[src/shared/hs_pkg.sv]
// homing sequencer shared constants and carrier types
package hs_pkg;
   localparam int POS_W    = 32;
   localparam int METHOD_W = 8;
   localparam int SENS_W   = 4;

   // homing method codes
   localparam logic [7:0] M_NEG_LIM_IDX  = 8'h01;
   localparam logic [7:0] M_POS_LIM_IDX  = 8'h02;
   localparam logic [7:0] M_DOG_IDX_BEF  = 8'h03;
   localparam logic [7:0] M_DOG_IDX_AFT  = 8'h04;
   localparam logic [7:0] M_NDOG_IDX_BEF = 8'h05;
   localparam logic [7:0] M_NDOG_IDX_AFT = 8'h06;
   localparam logic [7:0] M_DOG_TRAVEL   = 8'h1C;
   localparam logic [7:0] M_IDX_NEG      = 8'h21;
   localparam logic [7:0] M_IDX_POS      = 8'h22;
   localparam logic [7:0] M_CUR_POS_A    = 8'h23;
   localparam logic [7:0] M_CUR_POS_B    = 8'h25;

   localparam logic [31:0] HOME_POS_RST = 32'h0000_0000;

   // stroke ends, proximity dog and encoder index
   typedef struct packed {
      logic neg_end;
      logic pos_end;
      logic dog;
      logic index;
   } hs_sens_type;

   // settings whose change erases absolute data
   typedef struct packed {
      logic [15:0] gear_ratio_param_a;
      logic [15:0] gear_ratio_param_b;
      logic [3:0]  abs_detect_enable;
      logic        travel_direction_select;
      logic [3:0]  operation_mode_select;
   } hs_cfg_type;

   localparam int CFG_W = 41;

   // motion command towards the speed loop
   typedef struct packed {
      logic run;
      logic dir_pos;
      logic creep;
   } hs_motion_type;

   localparam hs_motion_type MOTION_RST = 3'h0;
endpackage

[src/hdl/hs_edge_det.sv]
// rising edge detectors for the sensor inputs
`timescale 1ns/1ns
`default_nettype none
module hs_edge_det #(
   parameter int W = 4
) (
   input  wire logic         mclk,
   input  wire logic         rst,
   input  wire logic [W-1:0] level,
   output logic      [W-1:0] rise
);
   logic [W-1:0] prev_r;

   genvar i;
   generate
      for (i = 0; i < W; i++) begin : g_bit
         always_ff @(posedge mclk) begin
            if (rst) begin
               prev_r[i] <= 1'b0;
            end else begin
               prev_r[i] <= level[i];
            end
         end
         assign rise[i] = level[i] & ~prev_r[i];
      end
   endgenerate
endmodule
`default_nettype wire

[src/hdl/hs_chg_det.sv]
// flags any change of the absolute-data settings
`timescale 1ns/1ns
`default_nettype none
module hs_chg_det (
   input  wire logic              mclk,
   input  wire logic              rst,
   input  wire hs_pkg::hs_cfg_type cfg,
   output logic                   changed
);
   hs_pkg::hs_cfg_type prev_r;
   logic               primed_r;

   // first cycle after reset only primes, so reset is no change
   always_ff @(posedge mclk) begin
      if (rst) begin
         prev_r   <= '0;
         primed_r <= 1'b0;
      end else begin
         prev_r   <= cfg;
         primed_r <= 1'b1;
      end
   end

   assign changed = primed_r & (cfg != prev_r);
endmodule
`default_nettype wire

[src/hdl/hs_homing_sequencer.sv]
// homing sequencer: search, index capture, shift and absolute erase
`timescale 1ns/1ns
`default_nettype none
// How it works
// - method 28: from dog edge move post-dog travel plus shift, no index
// - methods 33/34 home on first index, creep from start, neg/pos
// - methods 35/37 latch present position as home, no shift
// - current-position methods accepted while not enabled or servo off
// - polarity reflect set: travel direction select mirrors search
// - final home equals reference position plus signed shift
// - negative shift displaces home opposite to positive shift
// - positive shift: pass reference, stop after shift distance
// - negative shift: go to reference, reverse, then travel shift
// - all shift travel runs at creep speed
// - absolute data erased unhomed, homing, or on command error
// - absolute system also erases on erased alarm or counter warning
// - absolute system erases on gear, enable, direction or mode change
// - method 1: after negative end, creep positive, first index home
// - method 1: positive end before index raises incomplete warning
// - method 2: after positive end, creep negative, first index home
// - method 2: negative end before index raises incomplete warning
// - methods 3/4 reference dog edge, index before or after dog
// - methods 3/4: any stroke end aborts with incomplete warning
// - methods 5/6 as 3/4 but start negative
module hs_homing_sequencer (
   input  wire logic                        mclk,
   input  wire logic                        rst,
   input  wire logic                        home_start,
   input  wire logic [7:0]                  home_method,
   input  wire logic                        homing_polarity_reflect,
   input  wire logic signed [31:0]          home_shift_distance,
   input  wire logic [31:0]                 post_dog_distance,
   input  wire logic signed [31:0]          enc_position,
   input  wire hs_pkg::hs_sens_type         sens,
   input  wire hs_pkg::hs_cfg_type          cfg,
   input  wire logic                        drive_op_enabled,
   input  wire logic                        servo_on,
   input  wire logic                        command_error_alarm,
   input  wire logic                        abs_position_erased_alarm,
   input  wire logic                        abs_counter_warning,
   output hs_pkg::hs_motion_type            motion_r,
   output logic signed [31:0]               home_position_r,
   output logic                             homing_busy_r,
   output logic                             homing_done_r,
   output logic                             homing_incomplete_warning_r,
   output logic                             abs_data_erased_r
);

   ////////////////////////////////////////////////////////////////////
   // method decoding

   function automatic logic is_cur_pos(input logic [7:0] m);
      return (m == hs_pkg::M_CUR_POS_A) || (m == hs_pkg::M_CUR_POS_B);
   endfunction

   function automatic logic is_dog_idx(input logic [7:0] m);
      return (m >= hs_pkg::M_DOG_IDX_BEF) && (m <= hs_pkg::M_NDOG_IDX_AFT);
   endfunction

   function automatic logic is_lim_idx(input logic [7:0] m);
      return (m == hs_pkg::M_NEG_LIM_IDX) || (m == hs_pkg::M_POS_LIM_IDX);
   endfunction

   function automatic logic is_idx_only(input logic [7:0] m);
      return (m == hs_pkg::M_IDX_NEG) || (m == hs_pkg::M_IDX_POS);
   endfunction

   function automatic logic is_known(input logic [7:0] m);
      return is_cur_pos(m) || is_dog_idx(m) || is_lim_idx(m)
             || is_idx_only(m) || (m == hs_pkg::M_DOG_TRAVEL);
   endfunction

   // unmirrored starting direction, 1 = positive
   // methods 5/6 start negative
   function automatic logic base_dir_pos(input logic [7:0] m);
      return (m == hs_pkg::M_POS_LIM_IDX) || (m == hs_pkg::M_DOG_IDX_BEF)
             || (m == hs_pkg::M_DOG_IDX_AFT) || (m == hs_pkg::M_IDX_POS);
   endfunction

   ////////////////////////////////////////////////////////////////////
   // declarations

   typedef enum logic [4:0] {
      ST_IDLE  = 5'b0_0001,
      ST_SEEK  = 5'b0_0010,
      ST_CREEP = 5'b0_0100,
      ST_TOREF = 5'b0_1000,
      ST_SHIFT = 5'b1_0000
   } hs_state_type;

   hs_state_type      state_r;
   logic [7:0]        method_r;
   logic              dir_pos_r;
   logic              idx_seen_r;
   logic signed [31:0] idx_pos_r;
   logic signed [31:0] ref_r;
   logic signed [31:0] tgt_r;
   logic              homed_r;
   logic [3:0]        rise;
   logic              cfg_changed;
   logic              start_ok;
   logic              start_bad;
   logic              lim_ahead;
   logic              any_lim;
   logic              arrived;
   logic              ref_found;
   logic signed [31:0] ref_val;
   logic              warn_abort;
   logic              finish;
   logic              abs_sys;
   logic              erase_evt;

   ////////////////////////////////////////////////////////////////////
   // helpers

   hs_edge_det #(
      .W (hs_pkg::SENS_W)
   ) u_edge (
      .mclk  (mclk),
      .rst   (rst),
      .level (sens),
      .rise  (rise)
   );

   hs_chg_det u_chg (
      .mclk    (mclk),
      .rst     (rst),
      .cfg     (cfg),
      .changed (cfg_changed)
   );

   ////////////////////////////////////////////////////////////////////
   // request and event decode

   // current position needs neither enable nor servo on
   assign start_ok = home_start && (state_r == ST_IDLE)
                     && is_known(home_method)
                     && (is_cur_pos(home_method)
                         || (drive_op_enabled && servo_on));
   assign start_bad = home_start && (state_r == ST_IDLE) && !start_ok;

   assign lim_ahead = dir_pos_r ? sens.pos_end : sens.neg_end;
   assign any_lim   = sens.pos_end | sens.neg_end;

   // crossing test: encoder may step past the exact count
   assign arrived = dir_pos_r ? (enc_position >= tgt_r)
                              : (enc_position <= tgt_r);

   always_comb begin
      ref_found = 1'b0;
      ref_val   = enc_position;
      if (state_r == ST_CREEP) begin
         ref_found = rise[0];
      end else if (state_r == ST_SEEK && rise[1]) begin
         if (method_r == hs_pkg::M_DOG_TRAVEL) begin
            ref_found = 1'b1;
            ref_val   = dir_pos_r
               ? enc_position + $signed(post_dog_distance)
               : enc_position - $signed(post_dog_distance);
         // index just before the dog edge
         end else if (method_r[0] && is_dog_idx(method_r) && idx_seen_r)
         begin
            ref_found = 1'b1;
            ref_val   = idx_pos_r;
         end
      end
   end

   always_comb begin
      warn_abort = 1'b0;
      // any stroke end aborts dog methods
      if (is_dog_idx(method_r)
          && (state_r == ST_SEEK || state_r == ST_CREEP)) begin
         warn_abort = any_lim;
      end
      // far end before index on the creep leg
      if (is_lim_idx(method_r) && state_r == ST_CREEP) begin
         warn_abort = lim_ahead && !rise[0];
      end
   end

   assign finish = (state_r == ST_SHIFT) && arrived;

   ////////////////////////////////////////////////////////////////////
   // sequencing

   always_ff @(posedge mclk) begin
      if (rst) begin
         state_r    <= ST_IDLE;
         method_r   <= 8'h00;
         dir_pos_r  <= 1'b0;
         idx_seen_r <= 1'b0;
         idx_pos_r  <= hs_pkg::HOME_POS_RST;
         ref_r      <= hs_pkg::HOME_POS_RST;
         tgt_r      <= hs_pkg::HOME_POS_RST;
      end else begin
         unique case (state_r)
            ST_IDLE: begin
               idx_seen_r <= 1'b0;
               if (start_ok) begin
                  method_r <= home_method;
                  dir_pos_r <= base_dir_pos(home_method)
                               ^ (homing_polarity_reflect
                                  && cfg.travel_direction_select);
                  if (is_cur_pos(home_method)) begin
                     state_r <= ST_IDLE;
                  end else if (is_idx_only(home_method)) begin
                     state_r <= ST_CREEP;
                  end else begin
                     state_r <= ST_SEEK;
                  end
               end
            end
            ST_SEEK: begin
               if (rise[0]) begin
                  idx_seen_r <= 1'b1;
                  idx_pos_r  <= enc_position;
               end
               if (warn_abort) begin
                  state_r <= ST_IDLE;
               // end reached, creep back the other way
               end else if (is_lim_idx(method_r) && lim_ahead) begin
                  dir_pos_r <= !dir_pos_r;
                  state_r   <= ST_CREEP;
               end else if (ref_found) begin
                  ref_r <= ref_val;
                  tgt_r <= ref_val + home_shift_distance;
                  state_r <= (home_shift_distance < 0) ? ST_TOREF
                                                       : ST_SHIFT;
                  dir_pos_r <= (home_shift_distance < 0)
                     ? (ref_val > enc_position)
                     : (ref_val + home_shift_distance > enc_position);
               // index after dog, or none seen before it
               end else if (rise[1] && is_dog_idx(method_r)) begin
                  state_r <= ST_CREEP;
               end
            end
            ST_CREEP: begin
               if (warn_abort) begin
                  state_r <= ST_IDLE;
               end else if (ref_found) begin
                  ref_r <= ref_val;
                  tgt_r <= ref_val + home_shift_distance;
                  // positive shift keeps going past reference
                  if (home_shift_distance < 0) begin
                     state_r   <= ST_TOREF;
                     dir_pos_r <= ref_val > enc_position;
                  end else begin
                     state_r   <= ST_SHIFT;
                     dir_pos_r <= ref_val + home_shift_distance
                                  > enc_position;
                  end
               end
            end
            ST_TOREF: begin
               // stop at reference, then reverse for the shift
               if (dir_pos_r ? enc_position >= ref_r
                             : enc_position <= ref_r) begin
                  state_r <= ST_SHIFT;
                  // negative shift points the other way
                  dir_pos_r <= tgt_r > ref_r;
               end
            end
            ST_SHIFT: begin
               if (arrived) begin
                  state_r <= ST_IDLE;
               end
            end
         endcase
      end
   end

   ////////////////////////////////////////////////////////////////////
   // motion command

   always_ff @(posedge mclk) begin
      if (rst) begin
         motion_r <= hs_pkg::MOTION_RST;
      end else begin
         motion_r.run     <= (state_r != ST_IDLE) && !warn_abort
                             && !finish;
         motion_r.dir_pos <= dir_pos_r;
         motion_r.creep   <= (state_r == ST_CREEP)
                             || (state_r == ST_TOREF)
                             || (state_r == ST_SHIFT);
      end
   end

   ////////////////////////////////////////////////////////////////////
   // status and home position

   always_ff @(posedge mclk) begin
      if (rst) begin
         home_position_r             <= hs_pkg::HOME_POS_RST;
         homing_busy_r               <= 1'b0;
         homing_done_r               <= 1'b0;
         homing_incomplete_warning_r <= 1'b0;
      end else begin
         homing_busy_r <= (state_r != ST_IDLE && !warn_abort && !finish)
                          || (start_ok && !is_cur_pos(home_method));
         if (start_ok || start_bad) begin
            homing_done_r               <= 1'b0;
            homing_incomplete_warning_r <= start_bad;
         end
         if (start_ok && is_cur_pos(home_method)) begin
            home_position_r <= enc_position;
            homing_done_r   <= 1'b1;
         end
         // done only once home is latched
         if (finish) begin
            home_position_r <= tgt_r;
            homing_done_r   <= 1'b1;
         end
         if (warn_abort) begin
            homing_incomplete_warning_r <= 1'b1;
         end
      end
   end

   ////////////////////////////////////////////////////////////////////
   // absolute position data

   assign abs_sys = cfg.abs_detect_enable != 4'h0;

   // command error erases in every system
   // absolute alarms erase in absolute systems
   // setting change erases in absolute systems
   assign erase_evt = command_error_alarm
                      || (abs_sys && (abs_position_erased_alarm
                                      || abs_counter_warning
                                      || cfg_changed));

   // erase beats a completion landing in the same cycle
   always_ff @(posedge mclk) begin
      if (rst) begin
         homed_r <= 1'b0;
      end else if (erase_evt) begin
         homed_r <= 1'b0;
      end else if (finish || (start_ok && is_cur_pos(home_method))) begin
         homed_r <= 1'b1;
      end else if (start_ok) begin
         homed_r <= 1'b0;
      end
   end

   // erased while unhomed or homing in progress
   always_ff @(posedge mclk) begin
      if (rst) begin
         abs_data_erased_r <= 1'b1;
      end else begin
         abs_data_erased_r <= !homed_r || homing_busy_r || erase_evt;
      end
   end

endmodule
`default_nettype wire

[config.mk]
export PLATFORM = sky130hd
export DESIGN_NAME = hs_homing_sequencer
export DESIGN_NICKNAME = d
export VERILOG_FILES = /design/src/shared/hs_pkg.sv /design/src/hdl/hs_edge_det.sv /design/src/hdl/hs_chg_det.sv /design/src/hdl/hs_homing_sequencer.sv
export SDC_FILE = /design/constraint.sdc
export NUM_CORES = 1
export LEC_CHECK = 0
export BUFFER_PORTS_ARGS = -buffer_cell sky130_fd_sc_hd__buf_2
export CORE_AREA = 3 3 205 207
export CTS_BUF_LIST = sky130_fd_sc_hd__clkbuf_8 sky130_fd_sc_hd__clkbuf_16
export CTS_CLUSTER_SIZE = 40
export DETAILED_ROUTE_END_ITERATION = 16
export DIE_AREA = 0 0 208 210
export HOLD_SLACK_MARGIN = 0.15
export PLACE_DENSITY_LB_ADDON = 0.15
export SETUP_SLACK_MARGIN = 0.1
export SLEW_MARGIN = 0
export SYNTH_ARGS = -nofsm -noshare
export SYNTH_HDL_FRONTEND = slang
export SYNTH_SLANG_ARGS = --single-unit
[constraint.sdc]
create_clock -name mclk -period 6.56 [get_ports mclk]
set_input_delay 0.328 -clock mclk [delete_from_list [all_inputs] [get_ports mclk]]
set_output_delay 0.328 -clock mclk [all_outputs]
set_load 0.01 [all_outputs]
==> results_dict.tcl, run 1 <==
set metrics [dict create \
    nets 2883 \
    status "complete, but fails checks" \
    syn_area_um2 16000 \
    arrival_ps 7160 \
    yosysSeqAreaShare_pct 24.39 \
    syn_to_final_growth_pct 33.04 \
    skew_ps 16.72 \
    die-height_um 210 \
    cts_buffers 17 \
    min_period_over_period_pct 103.4 \
    violations "negative setup slack" \
    core_um2 40550 \
    grt_max_degree 101 \
    final_layout_size_suffix_gt1_share_pct 26.09 \
    setup_viol 1 \
    track_usage_pct 24.90 \
    async_flop_share_pct 0 \
    setup.worst_path.start "post_dog_distance[5]" \
    worstHoldStart "home_start" \
    dp_hpwl_um 44560 \
    totalWireLength_um 55900 \
    wl_per_cell_um 18.37 \
    yosys_warnings 0 \
    antenna_found_initial 0 \
    gr-total-overflow 0 \
    worst_path_largest_cell_delay_ps 440 \
    antenna_cells 0 \
    grt_pass1_vias 16300 \
    cts_root_buffer "clkbuf_16" \
    cts_tree "done" \
    slew_headroom_pct 30.28 \
    cp-end-kind "register" \
    ir_drop_mv 0.1823 \
    insertion_delay_ps 470 \
    dp.cells 2946 \
    postRouteAntennaNets 0 \
    crit_type "in2reg" \
    place.port_buffers 196 \
    crit_slowest_cell "or4_4" \
    max_freq_ghz 0.1475 \
    io_pins 197 \
    grt_pass1_wl_um 87290 \
    synth-seq-cells 195 \
    cellPowerDensity_nw_per_um2 227.0 \
    dieWidth_um 208 \
    num_rows 74 \
    fin_crit_ps 6781 \
    cap_violations 0 \
    final_cell_count_no_fill 3043 \
    dr.first_iter.drc_count 1090 \
    pre_cts_ws_ps -888.4 \
    path_buf_inv 5 \
    clock-sinks 195 \
    yosys_most_used_dff "dfxtp_1" \
    r2r-start "dir_pos_r$_SDFFE_PP0P_" \
    r2r_slack_ps -160 \
    drc 0 \
    syn_inst 2007 \
    tightest_slew_ps 1046 \
    vias 16570 \
    p_leak_nw 9.437 \
    ys_types 91 \
    clockBufferDepth 2 \
    drv_slew 0 \
    worstHoldPathType "in2reg" \
    die-area_um2 43680 \
    vias_per_cell 5.446 \
    first_pass_iters 5 \
    syn_area_per_cell_um2 7.974 \
    synth_edf_count 0 \
    final_hold_viol_count 0 \
    gp_congestion 0.9413 \
    syn-num-nets 2392 \
    rsz0062_at_grt "yes" \
    htreeDepth 4 \
    startpoint_type "primary input" \
    clk_pin_slew_worst_paths_ps 90 \
    worst_slack_ps -220.6 \
    cp_top_family "compound AO/OA/AOI/OAI gates" \
    path_max_fanout 4 \
    critical_path_required_ps 6940 \
    start_util_pct 39.46 \
]
## routing by layer
metal  track usage [%]  up-vias  share of wire, %
met5                 0        -                 0
met4             9.068        0               3.4
met3             2.798       95               4.1
met2             43.64      419                49
met1             31.79     7801                44
li1                  -     8256                 -
## per-stage QoR
step	utilization, %	total power [mW]	cell area [µm²]	TNS, ps	hold WS (ps)
6_report	52.50	4.833	21290	-220.6	194.4
5_1_grt	52.50	5.148	21290	-592.4	201.8
4_1_cts	51.94	4.770	21060	-151.1	170.0
3_5_place_dp	48.57	3.501	19700	-888.4	395.6
3_3_place_gp	48.57	3.479	19700	-743.8	399.4
2_1_floorplan	-	2.637	16150	0	383.0
## final timing paths
path	end	depth (start not counted)
worst max-delay path	dir_pos_r$_SDFFE_PP0P_	38
worst min-delay path	homing_done_r$_SDFFE_PP0P_	4
worst max register to register	dir_pos_r$_SDFFE_PP0P_	33
worst min register to register	abs_data_erased_r$_SDFF_PP1_	1
## cell usage after synthesis, types with 58 or more instances
cell / number / area [µm²]
clkbuf_1: 62 / 232.7
ha_1: 225 / 2815
a21o_1: 85 / 638.1
xnor2_1: 67 / 586.8
a21oi_1: 215 / 1076
xor2_1: 66 / 578.1
nor2_1: 118 / 442.9
nor2b_1: 58 / 362.9
inv_1: 115 / 431.7
dfxtp_1: 195 / 3904
o21ai_0: 63 / 315.3
nand2_1: 252 / 945.9
## state kept, by name, indices dropped and copies added (netlist names)
name	count
homed_r	1
abs_data_erased_r	1
homing_busy_r	1
state_r	5
u_edge.prev_r	2
method_r	8
homing_incomplete_warning_r	1
motion_r	3
tgt_r	32
dir_pos_r	1
homing_done_r	1
u_chg.primed_r	1
home_position_r	32
ref_r	32
idx_seen_r	1
idx_pos_r	32
u_chg.prev_r	41
## area by class of cell
cell class,count,area [µm²]
well taps,532,665.6
clock inverters,15,225.2
clock buffers,17,425.4
repair buffers,548,3814
flip-flops and latches,195,3905
inverters,116,440.4
multi-input cells,1620,11820
fillers,3941,19260
## where the power goes
group          internal [mW]  switching (mW)
clock network          0.544           0.606
logic                   1.16            1.25
registers               1.24          0.0346
## layout by cell type, fill, tap and decap left out, types with 12 or more instances in the layout
cell type,Yosys,routed
o2bb2ai_1,35,35
a22oi_1,36,36
mux2i_1,16,16
nand2_1,252,251
xor2_1,66,66
nor2b_1,58,57
nor4_1,21,20
clkbuf_16,0,17
and3_1,14,12
inv_1,115,115
a21oi_2,2,24
dlygate4sd3_1,0,44
a21o_1,85,85
a21oi_1,215,192
o22ai_1,18,17
a211oi_1,20,18
o21ai_0,63,50
buf_4,0,303
buf_2,8,195
nand4_1,38,38
nor3_1,29,28
nand3_1,29,27
xnor2_1,67,65
dfxtp_1,195,194
nor2_1,118,112
ha_1,225,219
## logic make-up (layout without fill, tap and decap cells)
group / Yosys count / after routing / synth area share, %
XOR/XNOR: 133 / 133 / 7.279
AO/OA/AOI/OAI: 591 / 591 / 24.44
buffers and inverters: 192 / 696 / 4.667
flip-flops: 195 / 195 / 24.39
adder cells (fa/ha/maj): 227 / 227 / 17.84
AND/OR/NAND/NOR: 648 / 648 / 20.03
multiplexers: 21 / 21 / 1.352
## worst register-to-register path: cells and delay by family (launching register included)
family                   cells  cell delay, ps
AO/OA/AOI/OAI               15            2790
XOR/XNOR                     2             310
adder cells (fa/ha/maj)      3             860
buffers and inverters        5             770
flip-flops                   1             350
multiplexers                 1              90
AND/OR/NAND/NOR              7            1470
## timing repair
action / CTS / global route
pin swaps: 44 / 43
setup endpoints to repair: 1 / 1
hold buffers: 44 / 0
buffers inserted: 11 / 9
cloned: 1 / 0
gates resized for setup: 36 / 35
hold endpoints to repair: 45 / 0
Power figures use the tool's default switching activity.
==> run 2, diff against run 1 <==
--- a/config.mk
+++ b/config.mk
@@ -6,11 +6,11 @@
 export NUM_CORES = 1
 export LEC_CHECK = 0
 export BUFFER_PORTS_ARGS = -buffer_cell sky130_fd_sc_hd__buf_2
-export CORE_AREA = 3 3 205 207
+export CORE_AREA = 4 4 206 208
 export CTS_BUF_LIST = sky130_fd_sc_hd__clkbuf_8 sky130_fd_sc_hd__clkbuf_16
 export CTS_CLUSTER_SIZE = 40
 export DETAILED_ROUTE_END_ITERATION = 16
-export DIE_AREA = 0 0 208 210
+export DIE_AREA = 0 0 210 212
 export HOLD_SLACK_MARGIN = 0.15
 export PLACE_DENSITY_LB_ADDON = 0.15
 export SETUP_SLACK_MARGIN = 0.1
==> results_dict.tcl, run 2 (synthesized netlist as in run 1, its figures left out) <==
set metrics [dict create \
    dp_hpwl_um 45090 \
    ff2ff_path_depth 39 \
    cts_buffers 17 \
    io_pins 197 \
    postRouteAntennaNets 0 \
    setup_viol 1 \
    met1_usage_pct 31.81 \
    worstHoldPathType "in2reg" \
    cellPowerDensity_nw_per_um2 226.7 \
    place.port_buffers 196 \
    status "complete, but fails checks" \
    path_max_fanout 3 \
    cts_tree "done" \
    gr-total-overflow 0 \
    dieWidth_um 210 \
    p_leak_nw 9.433 \
    r2r_slack_ps -240 \
    cp-end-kind "register" \
    multiInputGateArea_um2 11870 \
    finalPower_mw 4.839 \
    gp_congestion 0.9358 \
    htreeDepth 4 \
    core_um2 40550 \
    dp.cells 2944 \
    critical_path_required_ps 6920 \
    ir_drop_mv 0.1817 \
    grt_util_met3_pct 2.774 \
    drv_slew 0 \
    first_pass_iters 5 \
    min_period_over_period_pct 103.6 \
    fill_cells 3878 \
    die-area_um2 44520 \
    rsz0062_at_grt "yes" \
    grt_max_degree 106 \
    busiest_layer "met2" \
    wl_per_cell_um 18.66 \
    final_cell_count_no_fill 3044 \
    num_rows 74 \
    regMostFlops "u_chg.prev_r" \
    startpoint_type "register" \
    arrival_ps 7160 \
    grt_pass1_wl_um 88200 \
    skew_ps 12.76 \
    seq_area_um2 3905 \
    path_depth 39 \
    dpl_cell_area_um2 19660 \
    final_common_cell "buf_4" \
    hold_path_depth 4 \
    path_buf_inv 10 \
    pre_cts_ws_ps -813.6 \
    start_util_pct 39.46 \
    cts_root_buffer "clkbuf_16" \
    clk_pin_slew_worst_paths_ps 90 \
    fin_crit_ps 6799 \
    dr.first_iter.drc_count 1010 \
    clockBufferDepth 2 \
    tightest_slew_ps 995.5 \
    vias 16620 \
    insertion_delay_ps 470 \
    clock-sinks 195 \
    slew_headroom_pct 33.64 \
    worst_slack_ps -238.7 \
    final_hold_viol_count 0 \
    grt_pass1_vias 16500 \
    vias_per_cell 5.459 \
    cap_violations 0 \
    drc 0 \
    largest_reg_flops 41 \
    final_layout_size_suffix_gt1_share_pct 26.28 \
    mostFrequentLayoutCells "buf_4, nand2_1, ha_1" \
    setup_tns_ps -238.7 \
    violations "negative setup slack" \
    antenna_found_initial 0 \
    cp_top_family "compound AO/OA/AOI/OAI gates" \
    final_cell_area_um2 21340 \
    totalWireLength_um 56800 \
    nets 2883 \
    crit_type "reg2reg" \
    syn_to_final_growth_pct 33.35 \
    die-height_um 212 \
    worst_path_largest_cell_delay_ps 350 \
    use_met2_pct 43.47 \
    track_usage_pct 24.79 \
    max_freq_ghz 0.1471 \
    crit_slowest_cell "dfxtp_2" \
]
[run 2: cell count changes in the layout (fill, tap and decap cells not counted), sizes merged]
cell and change:
inv -2, clkinv +2, diode +1
[run 2: cell type report]
| cell class | count | share of cell area (%) |
|---|---|---|
| antenna | 1 | 0.01173 |
| clock buffer | 17 | 1.993 |
| clock inverter | 15 | 1.032 |
| inverter | 116 | 2.046 |
| multi-input combinational | 1620 | 55.62 |
| sequential | 195 | 18.30 |
| tap | 532 | 3.119 |
| timing repair buffer | 548 | 17.88 |
[run 2: routing by layer]
layer | share of wire (%) | vias to the layer above | routed length, µm
met3 | 3.5 | 92 | 2000
met4 | 3.1 | 0 | 1764
li1 | - | 8271 | -
met5 | 0 | - | 0
met1 | 45 | 7865 | 25330
met2 | 49 | 389 | 27700
[run 2: power breakdown]
group / internal, mW / switching [mW]
Sequential: 1.24 / 0.0379
Combinational: 1.17 / 1.25
Clock: 0.538 / 0.608
[run 2: through the flow]
step | hold WS, ps | util [%]
global route | 204.4 | 52.62
floorplan | 383.0 | -
CTS | 154.2 | 52.21
global placement | 396.0 | 48.47
finish | 177.6 | 52.63
detailed placement | 400.2 | 48.47
[run 2: final timing paths]
check                         startpoint                      endpoint
setup reg to reg  dir_pos_r$_SDFFE_PP0P_        dir_pos_r$_SDFFE_PP0P_
hold reg to reg     homed_r$_SDFFE_PP0P_  abs_data_erased_r$_SDFF_PP1_
setup / recovery  dir_pos_r$_SDFFE_PP0P_        dir_pos_r$_SDFFE_PP0P_
hold / removal                home_start    homing_done_r$_SDFFE_PP0P_
[run 2: worst register-to-register path, delay by kind of cell (launching register included)]
kind | cells | cell delay, ps
AO/OA/AOI/OAI | 18 | 3020
buffers and inverters | 10 | 1210
adder cells (fa/ha/maj) | 3 | 920
AND/OR/NAND/NOR | 4 | 520
XOR/XNOR | 3 | 470
flip-flops | 1 | 350
multiplexers | 1 | 210
[run 2: repair_timing]
action | 4_1_cts | 5_1_grt
hold buffers | 44 | 0
endpoints found under the hold margin | 45 | 0
gates resized for setup | 58 | 33
pin swaps | 70 | 38
gates cloned | 1 | 0
setup buffers | 19 | 3
setup endpoints to repair | 1 | 1
